--- src/pmd_pkg.sv ---
/*
  Package for the master transfer engine: register offsets, field
  positions, reset values, result codes and the carrier structs.
  Assumes a single PCI clock domain.
*/
package pmd_pkg;

  // ==========================================================
  // Register offsets
  localparam logic [7:0] OFS_ADDR = 8'h54;
  localparam logic [7:0] OFS_CNT = 8'h58;
  localparam logic [7:0] OFS_CTL = 8'h5c;

  // ==========================================================
  // Control field positions
  localparam int CTL_RES_LO = 0;
  localparam int CTL_DONE = 2;
  localparam int CTL_START = 3;
  localparam int CTL_CMD_LO = 4;
  localparam int CTL_EN = 8;
  localparam int CTL_W64 = 9;
  localparam int CTL_FLUSH = 10;
  localparam int CTL_IRQ_ST = 12;
  localparam int CTL_IRQ_EN = 13;
  localparam int CTL_BE_LO = 16;
  localparam int CTL_HI_LO = 26;

  // ==========================================================
  // Result codes and constants
  localparam logic [1:0] RES_OK = 2'h0;
  localparam logic [1:0] RES_MABORT = 2'h1;
  localparam logic [1:0] RES_PARITY = 2'h2;
  localparam logic [1:0] RES_TABORT = 2'h3;
  localparam logic [2:0] WIN_DIRECT = 3'h7;
  localparam logic [31:0] RST_WORD = 32'h0;
  localparam logic [3:0] RST_CMD = 4'h0;
  localparam logic [7:0] RST_BYTE = 8'h0;
  localparam logic [5:0] RST_HI = 6'h0;
  localparam logic [3:0] STEP32 = 4'h4;
  localparam logic [3:0] STEP64 = 4'h8;

  // ==========================================================
  // Carrier structs and sequencer state encoding
  typedef struct packed {
    logic [3:0] cmd;
    logic w64;
    logic to_backend;
    logic direct;
    logic [2:0] window;
    logic [7:0] byte_en_n;
  } pmd_xfer_s;

  typedef struct packed {
    logic ack;
    logic mabort;
    logic tabort;
    logic perr;
  } pmd_resp_s;

  typedef enum logic [1:0] {
    ST_IDLE = 2'b01,
    ST_BUSY = 2'b10
  } pmd_state_e;

endpackage

--- src/pmd_engine.sv ---
/*
  Master transfer engine: address/data, count and control registers,
  and the sequencer that steps data phases between PCI and backend.
  Assumes the PCI master controller and backend memory run on clk and
  answer each data phase with a one-cycle response pulse.
*/
// How it works
// [RL1] Address bits 1:0 read zero
// [RL2] Address width set by parameter, advances
// [RL3] Software aligns address for 64-bit transfers
// [RL4] Direct option: register holds data word
// [RL5] Direct variant ignores address bits 1:0
// [RL6] Count in bytes, low bits read zero
// [RL7] Zero count moves two-power bytes
// [RL8] Two-bit result code reports outcome
// [RL9] Done bit sets, software zero clears
// [RL10] Start bit runs until end, self-clears
// [RL11] Start refused without bus-master enable
// [RL12] Cycle type drives PCI command, direction
// [RL13] Read codes move PCI to backend
// [RL14] Write codes move backend to PCI
// [RL15] Engine enable required for any transfer
// [RL16] Width bit selects 64-bit, else zero
// [RL17] Flush bit empties FIFOs, reads zero
// [RL18] Direct mode: one word, no backend
// [RL19] Completion sets status, write-one clears
// [RL20] Software waits for start clear
// [RL21] Each phase advances address, reduces count
// [RL22] Abort records code, clears start together
module pmd_engine
  import pmd_pkg::*;
#(
  parameter int backend_addr_bits = 20,
  parameter int count_bits_param = 16,
  parameter bit direct_transfer_option = 1'b0,
  parameter bit core_64bit = 1'b1,
  parameter bit fifo_recovery = 1'b1
)(
  input wire logic clk,
  input wire logic rst,
  input wire logic reg_wr,
  input wire logic reg_rd,
  input wire logic [7:0] reg_addr,
  input wire logic [31:0] reg_wdata,
  output logic [31:0] reg_rdata,
  input wire logic bus_master_en,
  output logic xfer_req,
  output pmd_xfer_s xfer_ctl,
  input wire pmd_resp_s pci_resp,
  input wire logic [63:0] pci_rdata,
  output logic [63:0] pci_wdata,
  output logic [31:0] be_addr,
  output logic be_we,
  output logic be_re,
  output logic [63:0] be_wdata,
  input wire logic [63:0] be_rdata,
  output logic fifo_flush,
  output logic done_irq
);

  localparam int AW = backend_addr_bits;
  localparam int CW = count_bits_param;

  pmd_state_e state_ff;
  logic [31:0] addr_ff;
  logic [CW:0] cnt_ff;
  logic [1:0] res_ff;
  logic done_ff;
  logic start_ff;
  logic [3:0] cmd_ff;
  logic en_ff;
  logic w64_ff;
  logic irq_st_ff;
  logic irq_en_ff;
  logic [7:0] be_n_ff;
  logic [5:0] hi_ff;
  logic flush_ff;
  logic [31:0] rd_ff;

  logic wr_addr, wr_cnt, wr_ctl;
  logic direct;
  logic phase;
  logic last;
  logic abort;
  logic [3:0] step;
  logic [CW:0] step_w;
  logic [31:0] nxt_addr;
  logic [31:0] addr_mask;
  logic [31:0] cnt_view;
  logic [31:0] ctl_view;

  // ==========================================================
  // Decode
  always_comb
  begin
    wr_addr = 1'b0;
    wr_cnt = 1'b0;
    wr_ctl = 1'b0;
    if (reg_wr && reg_addr == OFS_ADDR)
    begin
      wr_addr = 1'b1;
    end
    else if (reg_wr && reg_addr == OFS_CNT)
    begin
      wr_cnt = 1'b1;
    end
    else if (reg_wr && reg_addr == OFS_CTL)
    begin
      wr_ctl = 1'b1;
    end
  end

  // [RL18] Direct window select
  assign direct = direct_transfer_option && hi_ff[2:0] == WIN_DIRECT;
  // [RL16] Width step
  assign step = w64_ff ? STEP64 : STEP32;
  assign step_w = (CW + 1)'(step);
  assign phase = state_ff == ST_BUSY && pci_resp.ack;
  assign last = cnt_ff <= step_w;
  // [RL22] Abort ends transfer
  assign abort = state_ff == ST_BUSY
    && (pci_resp.mabort || pci_resp.tabort);

  // [RL2] Implemented address bits
  always_comb
  begin
    addr_mask = RST_WORD;
    addr_mask[AW-1:2] = '1;
  end

  // ==========================================================
  // Address or direct data register
  // [RL21] Address advance per phase
  assign nxt_addr = addr_ff + {28'h0, step};

  always_ff @(posedge clk or posedge rst)
  begin
    if (rst)
    begin
      addr_ff <= RST_WORD;
    end
    else if (phase && direct && xfer_ctl.to_backend)
    begin
      // [RL4] Capture direct data word
      addr_ff <= pci_rdata[31:0];
    end
    else if (phase && !direct)
    begin
      addr_ff <= nxt_addr & addr_mask;
    end
    else if (wr_addr)
    begin
      // [RL4] Full word in direct variant
      addr_ff <= direct_transfer_option ? reg_wdata
        : reg_wdata & addr_mask;
    end
  end

  // ==========================================================
  // Count register, one extra bit holds the zero-count span
  always_ff @(posedge clk or posedge rst)
  begin
    if (rst)
    begin
      cnt_ff <= '0;
    end
    else if (phase)
    begin
      // [RL21] Count down per phase
      cnt_ff <= last ? '0 : cnt_ff - step_w;
    end
    else if (state_ff == ST_IDLE && start_ff && en_ff
             && cnt_ff[CW-1:0] == '0)
    begin
      // [RL7] Zero count expands
      cnt_ff <= {1'b1, {CW{1'b0}}};
    end
    else if (wr_cnt)
    begin
      // [RL6] Low bits forced zero
      cnt_ff <= {1'b0, reg_wdata[CW-1:2], 2'b00};
    end
  end

  // ==========================================================
  // Sequencer
  always_ff @(posedge clk or posedge rst)
  begin
    if (rst)
    begin
      state_ff <= ST_IDLE;
    end
    else
    begin
      case (state_ff)
        ST_IDLE:
        begin
          // [RL15] Enable gates transfer
          if (start_ff && en_ff)
          begin
            state_ff <= ST_BUSY;
          end
        end
        ST_BUSY:
        begin
          if (abort || (phase && last))
          begin
            state_ff <= ST_IDLE;
          end
        end
        default:
        begin
          state_ff <= ST_IDLE;
        end
      endcase
    end
  end

  // ==========================================================
  // Start bit
  always_ff @(posedge clk or posedge rst)
  begin
    if (rst)
    begin
      start_ff <= 1'b0;
    end
    // [RL10] Self-clear at end
    else if (abort || (phase && last))
    begin
      start_ff <= 1'b0;
    end
    // [RL11] Needs bus-master enable
    else if (wr_ctl && reg_wdata[CTL_START] && bus_master_en)
    begin
      start_ff <= 1'b1;
    end
  end

  // ==========================================================
  // Result, done and completion status
  always_ff @(posedge clk or posedge rst)
  begin
    if (rst)
    begin
      res_ff <= RES_OK;
    end
    // [RL8] Record outcome code
    else if (state_ff == ST_BUSY && pci_resp.mabort)
    begin
      res_ff <= RES_MABORT;
    end
    else if (state_ff == ST_BUSY && pci_resp.tabort)
    begin
      res_ff <= RES_TABORT;
    end
    else if (state_ff == ST_BUSY && pci_resp.perr)
    begin
      res_ff <= RES_PARITY;
    end
    else if (wr_ctl)
    begin
      res_ff <= reg_wdata[CTL_RES_LO+1:CTL_RES_LO];
    end
  end

  always_ff @(posedge clk or posedge rst)
  begin
    if (rst)
    begin
      done_ff <= 1'b0;
      irq_st_ff <= 1'b0;
    end
    else
    begin
      // [RL9] Set wins over clear
      if (phase && last)
      begin
        done_ff <= 1'b1;
      end
      else if (wr_ctl && !reg_wdata[CTL_DONE])
      begin
        done_ff <= 1'b0;
      end
      // [RL19] Status set, write-one clear
      if (phase && last)
      begin
        irq_st_ff <= 1'b1;
      end
      else if (wr_ctl && reg_wdata[CTL_IRQ_ST])
      begin
        irq_st_ff <= 1'b0;
      end
    end
  end

  // ==========================================================
  // Plain control fields
  always_ff @(posedge clk or posedge rst)
  begin
    if (rst)
    begin
      cmd_ff <= RST_CMD;
      en_ff <= 1'b0;
      w64_ff <= 1'b0;
      irq_en_ff <= 1'b0;
      be_n_ff <= RST_BYTE;
      hi_ff <= RST_HI;
    end
    else if (wr_ctl)
    begin
      // [RL12] Command code stored raw
      cmd_ff <= reg_wdata[CTL_CMD_LO+3:CTL_CMD_LO];
      en_ff <= reg_wdata[CTL_EN];
      // [RL16] Zero in 32-bit cores
      w64_ff <= core_64bit && reg_wdata[CTL_W64];
      irq_en_ff <= reg_wdata[CTL_IRQ_EN];
      be_n_ff <= reg_wdata[CTL_BE_LO+7:CTL_BE_LO];
      hi_ff <= reg_wdata[CTL_HI_LO+5:CTL_HI_LO];
    end
  end

  // [RL17] Flush pulse
  always_ff @(posedge clk or posedge rst)
  begin
    if (rst)
    begin
      flush_ff <= 1'b0;
    end
    else
    begin
      flush_ff <= fifo_recovery && wr_ctl && reg_wdata[CTL_FLUSH];
    end
  end

  // ==========================================================
  // Read-back
  always_comb
  begin
    cnt_view = RST_WORD;
    cnt_view[CW-1:2] = cnt_ff[CW-1:2];
    ctl_view = RST_WORD;
    ctl_view[CTL_RES_LO+1:CTL_RES_LO] = res_ff;
    ctl_view[CTL_DONE] = done_ff;
    ctl_view[CTL_START] = start_ff;
    ctl_view[CTL_CMD_LO+3:CTL_CMD_LO] = cmd_ff;
    ctl_view[CTL_EN] = en_ff;
    ctl_view[CTL_W64] = w64_ff;
    ctl_view[CTL_IRQ_ST] = irq_st_ff;
    ctl_view[CTL_IRQ_EN] = irq_en_ff;
    ctl_view[CTL_BE_LO+7:CTL_BE_LO] = core_64bit ? be_n_ff
      : {4'h0, be_n_ff[3:0]};
    ctl_view[CTL_HI_LO+5:CTL_HI_LO] = hi_ff;
  end

  always_ff @(posedge clk or posedge rst)
  begin
    if (rst)
    begin
      rd_ff <= RST_WORD;
    end
    else if (reg_rd && reg_addr == OFS_ADDR)
    begin
      // [RL1] Low bits zero unless the direct option is built in
      rd_ff <= direct_transfer_option ? addr_ff
        : addr_ff & addr_mask;
    end
    else if (reg_rd && reg_addr == OFS_CNT)
    begin
      rd_ff <= cnt_view;
    end
    else if (reg_rd && reg_addr == OFS_CTL)
    begin
      rd_ff <= ctl_view;
    end
    else if (reg_rd)
    begin
      rd_ff <= RST_WORD;
    end
  end

  // ==========================================================
  // Outputs
  assign reg_rdata = rd_ff;
  assign xfer_req = state_ff == ST_BUSY;
  assign xfer_ctl.cmd = cmd_ff;
  assign xfer_ctl.w64 = w64_ff;
  // [RL13] Even codes read into backend
  // [RL14] Odd codes write to PCI
  assign xfer_ctl.to_backend = !cmd_ff[0];
  assign xfer_ctl.direct = direct;
  assign xfer_ctl.window = hi_ff[2:0];
  assign xfer_ctl.byte_en_n = be_n_ff;
  // [RL5] Word-aligned backend address
  assign be_addr = addr_ff & addr_mask;
  // [RL18] No backend cycle when direct
  assign be_we = phase && xfer_ctl.to_backend && !direct;
  assign be_re = xfer_req && !xfer_ctl.to_backend && !direct;
  assign be_wdata = pci_rdata;
  assign pci_wdata = direct ? {32'h0, addr_ff} : be_rdata;
  assign fifo_flush = flush_ff;
  assign done_irq = irq_st_ff && irq_en_ff;

endmodule

--- config.mk ---
export PLATFORM = sky130hd
export DESIGN_NAME = pmd_engine
export DESIGN_NICKNAME = d
export VERILOG_FILES = /design/src/pmd_pkg.sv /design/src/pmd_engine.sv
export SDC_FILE = /design/constraint.sdc
export NUM_CORES = 1
export LEC_CHECK = 0
export BUFFER_PORTS_ARGS = -buffer_cell sky130_fd_sc_hd__buf_2
export CELL_PAD_IN_SITES_DETAIL_PLACEMENT = 0
export CELL_PAD_IN_SITES_GLOBAL_PLACEMENT = 2
export CORE_ASPECT_RATIO = 1.2
export CORE_MARGIN = 2
export CORE_UTILIZATION = 23
export CTS_BUF_LIST = sky130_fd_sc_hd__clkbuf_8
export DETAILED_ROUTE_END_ITERATION = 10
export PLACE_DENSITY = 0.82
export SYNTH_ARGS = -nofsm -noshare
export SYNTH_HDL_FRONTEND = slang
export SYNTH_SLANG_ARGS = --single-unit
--- constraint.sdc ---
create_clock -name clk -period 2.9 [get_ports clk]
set_input_delay 0 -clock clk [delete_from_list [all_inputs] [get_ports clk]]
set_output_delay 0 -clock clk [all_outputs]
set_load 0.03 [all_outputs]
==> tab_implementation.tex <==
\begin{tabular}{lr}
\hline
Metric & Value \\
\hline
\multicolumn{2}{l}{\textbf{Run status}} \\
\quad Status & finished clean \\
\multicolumn{2}{l}{\textbf{Setup path}} \\
\quad Arr. time, crit path & $\sim$2.9 ns \\
\quad Register-to-Register Path Depth & 8 \\
\quad CP startpoint kind & flop \\
\quad Most common cell type on the critical path & sky130\_fd\_sc\_hd\_\_inv\_1 \\
\quad Slowest-stage cell, CP & sky130\_fd\_sc\_hd\_\_or4\_1 \\
\quad Required time of the critical path & about 3.2 ns \\
\quad Buf+Inv Stages, Crit Path & 2 \\
\quad Top delay family on crit path & simple AND/OR/NAND/NOR gates \\
\quad Reg-to-reg setup timing slack & 0.31 ns \\
\quad R2r startpoint & w64\_ff \\
\quad Reg-to-Reg End & cnt\_ff[16] \\
\quad Cell-by-cell listing of the critical path & inv\_1, ha\_1, inv\_1, fa\_1, nor3\_1, nand4\_1, or4\_1, a311o\_1 \\
\quad Delay of the slowest cell on the worst path & around 0.46 ns \\
\quad Critical path type & flop to flop \\
\quad Endpoint type of the worst setup path & flop \\
\quad Maximum net fanout on the critical path & 5 \\
\multicolumn{2}{l}{\textbf{CTS}} \\
\quad Number of sinks driven by the clock tree & 92 \\
\quad CTS tree & yes \\
\quad Hold bufs inserted after CTS & 30 \\
\quad Count of buffers added by post-CTS timing repair for setup & 0 \\
\quad Clock latency at the later pin of the worst-skew pair & roughly 0.4 ns \\
\quad Number of buffers created by CTS & 9 \\
\quad Clock root buffer master & sky130\_fd\_sc\_hd\_\_clkbuf\_8 \\
\quad Maximum root-to-sink buffer count & 2 \\
\quad Level count of the clock H-tree & 3 \\
\quad Clock edge transition at the registers on the reported setup and hold paths & between 0.1 and 0.15 ns \\
\quad Count of cells resized by post-cts repair & 0 \\
\multicolumn{2}{l}{\textbf{Synthesis}} \\
\quad Post-synthesis instance area & approximately 0.0058 mm2 \\
\quad Register bit total from synthesis & 92 \\
\quad Flip-flop cell with the highest count after synthesis & sky130\_fd\_sc\_hd\_\_dfrtp\_1 \\
\quad Number of enable-type register cells in the synthesized netlist & 0 \\
\quad Share of cell area taken by muxes after synthesis & $\sim$5.1\% \\
\quad Synthesized-area fraction occupied by and/or/nand/nor cells & about 16\% \\
\quad Number of warnings printed during yosys synthesis & 0 \\
\quad Mean Syn Cell Area & about 9.1 um2 \\
\quad Combinational family with the most area after synthesis & buffers and inverters \\
\quad Xor and xnor area share after synthesis & less than 1\% \\
\quad Async set-reset flop share out of synthesis & 100\% \\
\quad Gate Count Post-Synth & about 640 \\
\quad Proportion of synthesized chip area in sequential cells & between 30 and 40\% \\
\quad Share of the synthesized area in compound gates (AO/OA/AOI/OAI) & between 10\% and 20\% \\
\quad Number of distinct library cells after synthesis & 60 \\
\quad Adder and majority gate portion of the synthesized area & 1.55\% \\
\multicolumn{2}{l}{\textbf{Placed design}} \\
\quad Final HPWL from detailed placement & approximately 14000 um \\
\quad Pre-CTS setup slack & around 0.34 ns \\
\quad Post-detailed-placement cell area & 0.00578 mm2 \\
\quad Port Buf Inserts & $\sim$120 \\
\quad Routability cong. & about 0.80 \\
\multicolumn{2}{l}{\textbf{Detailed routing}} \\
\quad Drt drc & 0 \\
\quad Routed length per instance & approximately 18 um \\
\quad Total wire length after detailed routing & between 15000 and 20000 um \\
\quad Violation count after the first detailed-route iteration & between 200 and 300 \\
\quad Post-DRT Antenna Nets & 0 \\
\quad Overall via count from detail\_route & around 4600 \\
\quad Via density per instance & $\sim$4.7 \\
\quad Detailed Routing Iterations Pass 1 & 4 \\
\multicolumn{2}{l}{\textbf{STA}} \\
\quad Post-Route Setup TNS & 0 ns \\
\quad Worst Setup Slack, final & $\sim$0.31 ns \\
\quad Achievable Freq & approximately 0.39 GHz \\
\quad Final count of pins violating max slew & 0 \\
\quad Unrepaired setup endpoints after global routing & no \\
\quad Number of setup violations in the final report & 0 \\
\quad Clock tree skew after final layout & 0.0201 ns \\
\quad Transition at the pin with the smallest max-transition slack & 0.701 ns \\
\quad Relative max-transition margin & 53.1\% \\
\quad Final worst-path cycle share & about nine tenths \\
\quad Minimum clock period & between 2 and 3 ns \\
\quad Final-report hold violation count & 0 \\
\multicolumn{2}{l}{\textbf{Floorplanning}} \\
\quad Number of standard-cell rows in the floorplan & 63 \\
\quad Full die area & between 0.02 and 0.03 mm2 \\
\quad Initial cell density of the core & a little under a quarter \\
\quad Number of I/O pins & between 300 and 400 \\
\quad Height of the die & $\sim$180 um \\
\quad Core region area & approximately 0.025 mm2 \\
\quad DIE WIDTH & between 100 and 150 um \\
\multicolumn{2}{l}{\textbf{Worst hold path}} \\
\quad Hold Crit Class & input pin to primary output \\
\quad Hold-critical path depth & 0 \\
\quad Hold path startpoint & pci\_rdata[18] \\
\quad Hold EP & be\_wdata[18] \\
\multicolumn{2}{l}{\textbf{Pwr}} \\
\quad Highest ir drop seen on vdd & 184 uV \\
\quad Static leakage & between 0.003 and 0.004 uW \\
\quad Power Total & between 2000 and 3000 uW \\
\quad Power per unit of standard cell area & about 450 mW/mm2 \\
\multicolumn{2}{l}{\textbf{Flow run}} \\
\quad Max-cap viol count & 0 \\
\multicolumn{2}{l}{\textbf{Finish}} \\
\quad Number of nets in the final layout & 835 \\
\quad Number of antenna diodes & 0 \\
\quad Design Area, Final & 0.00630 mm2 \\
\quad Fraction of the core area covered by cells at the end of the flow & 25.5\% \\
\quad Share of post-route cells with drive strength above 1 & between 20\% and 30\% \\
\quad Synth-to-layout area growth & 8.49\% \\
\multicolumn{2}{l}{\textbf{GRT}} \\
\quad Vias in the first global route & 4455 \\
\quad Number of antenna violations at the first check in global routing & 0 \\
\quad Maximum number of pins on one net before global-route repair & a little over 50 \\
\quad Remaining global-route overflow & 0 \\
\quad Global-route wire length before repair & approximately 27000 um \\
\quad Global Route Usage Sum & between 10\% and 20\% \\
\hline
\end{tabular}
[worst max path at each step]
stage / slack (ns) / startpoint / depth (start not counted) / to
floorplan: 0.45 / w64_ff / 8 / cnt_ff[16]
global placement: 0.38 / w64_ff / 8 / cnt_ff[16]
detailed placement: 0.34 / w64_ff / 8 / cnt_ff[16]
CTS: 0.31 / w64_ff / 8 / cnt_ff[16]
global route: 0.11 / w64_ff / 10 / addr_ff[16]
finish: 0.31 / w64_ff / 8 / cnt_ff[16]
[flip-flops by register name, indices dropped and copies added, names as in the netlist, 2 cells and up]
name and flops:
hi_ff 6, res_ff 2, cmd_ff 4, be_n_ff 8
state_ff 2, cnt_ff 15, addr_ff 18, reg_rdata 30
[stage by stage]
| step | instances | hold WS, ns |
|---|---|---|
| final | 982 | 0.0000116 |
| after global routing | 982 | 0.0000434 |
| after CTS | 982 | 0.000205 |
| after detailed placement | 936 | -0.00319 |
| after global placement | 936 | -0.00717 |
| after floorplan | 655 | 0.116 |
[synth_stat cells (2+ instances only)]
cell type                  number  area, um2
sky130_fd_sc_hd__ha_1           4       50.1
sky130_fd_sc_hd__fa_1           2       40.0
sky130_fd_sc_hd__nand2b_1      10       62.6
sky130_fd_sc_hd__o21a_1         3       22.5
sky130_fd_sc_hd__nand3b_1       3       22.5
sky130_fd_sc_hd__nor2_1        37        139
sky130_fd_sc_hd__or3_1          5       31.3
sky130_fd_sc_hd__a211oi_1       5       37.5
sky130_fd_sc_hd__o311ai_0       2       17.5
sky130_fd_sc_hd__nand4_1        4       25.0
sky130_fd_sc_hd__buf_1          2       7.51
sky130_fd_sc_hd__a31oi_1        3       18.8
sky130_fd_sc_hd__nor3_1        14       70.1
sky130_fd_sc_hd__nand2_1       43        161
sky130_fd_sc_hd__a31o_2         3       26.3
sky130_fd_sc_hd__and2_1         5       31.3
sky130_fd_sc_hd__and3b_1        2       17.5
sky130_fd_sc_hd__o21ai_0       34        170
sky130_fd_sc_hd__o22ai_1       13       81.3
sky130_fd_sc_hd__buf_2          4       20.0
sky130_fd_sc_hd__buf_4        149       1120
sky130_fd_sc_hd__nor3b_1        4       30.0
sky130_fd_sc_hd__nand3_1       31        155
sky130_fd_sc_hd__o31ai_1        3       22.5
sky130_fd_sc_hd__clkbuf_1      22       82.6
sky130_fd_sc_hd__a21o_1         5       37.5
sky130_fd_sc_hd__and4bb_2       2       25.0
sky130_fd_sc_hd__nand4b_1       3       26.3
sky130_fd_sc_hd__a22oi_1       14        105
sky130_fd_sc_hd__nor2b_1        3       18.8
sky130_fd_sc_hd__a21oi_1       17       85.1
sky130_fd_sc_hd__mux2_2        21        236
sky130_fd_sc_hd__a32oi_1        4       35.0
sky130_fd_sc_hd__and3_1         7       43.8
sky130_fd_sc_hd__mux2i_1        6       60.1
sky130_fd_sc_hd__and4b_1        2       20.0
sky130_fd_sc_hd__inv_1         30        113
sky130_fd_sc_hd__a311oi_1       2       17.5
sky130_fd_sc_hd__a211o_1        5       43.8
sky130_fd_sc_hd__dfrtp_1       91       2280
[metal layers]
metal | track usage, % | vias to the layer above | wire, um
met5 | 0 | - | 0
met4 | 9.05 | 0 | 1040
met3 | 2.81 | 110 | 1290
met2 | 22.0 | 190 | 8480
met1 | 16.4 | 2200 | 7280
li1 | - | 2086 | -
[layout make-up]
cell class / instances / area (um2)
clock buffers: 9 / 124
clock inverters: 7 / 93.8
fillers: 2758 / 18500
inverters: 30 / 114
multi-input cells: 356 / 2230
flip-flops and latches: 92 / 2300
well taps: 325 / 407
repair buffers: 163 / 1030
[logic make-up (layout without fill, tap and decap cells)]
family / count (synthesis) / in the layout
flops: 92 / 92
mux: 27 / 27
xor+xnor: 2 / 2
fa+ha+maj: 6 / 6
simple gates: 182 / 182
buf+inv: 207 / 209
compound gates: 122 / 122
other cells: 1 / 17
[power by group]
part / internal [uW] / switching, uW
combinational: 181 / 298
clock: 422 / 546
sequential: 1330 / 69.4
total: 1940 / 914
[layout by cell type (no fill, tap or decap), types with 6 or more instances in the layout]
| cell | netlist | routed |
|---|---|---|
| sky130_fd_sc_hd__o22ai_1 | 13 | 13 |
| sky130_fd_sc_hd__mux2i_1 | 6 | 6 |
| sky130_fd_sc_hd__conb_1 | 1 | 17 |
| sky130_fd_sc_hd__buf_2 | 4 | 116 |
| sky130_fd_sc_hd__nand2b_1 | 10 | 10 |
| sky130_fd_sc_hd__nor3_1 | 14 | 14 |
| sky130_fd_sc_hd__clkbuf_8 | 0 | 9 |
| sky130_fd_sc_hd__a22oi_1 | 14 | 14 |
| sky130_fd_sc_hd__a21oi_1 | 17 | 17 |
| sky130_fd_sc_hd__nor2_1 | 37 | 36 |
| sky130_fd_sc_hd__nand3_1 | 31 | 31 |
| sky130_fd_sc_hd__and3_1 | 7 | 7 |
| sky130_fd_sc_hd__nand2_1 | 43 | 43 |
| sky130_fd_sc_hd__buf_4 | 149 | 15 |
| sky130_fd_sc_hd__inv_1 | 30 | 29 |
| sky130_fd_sc_hd__dfrtp_1 | 91 | 91 |
| sky130_fd_sc_hd__mux2_2 | 21 | 21 |
| sky130_fd_sc_hd__o21ai_0 | 34 | 34 |
| sky130_fd_sc_hd__dlygate4sd3_1 | 0 | 30 |
No activity file was read; power rests on OpenSTA's default activity.
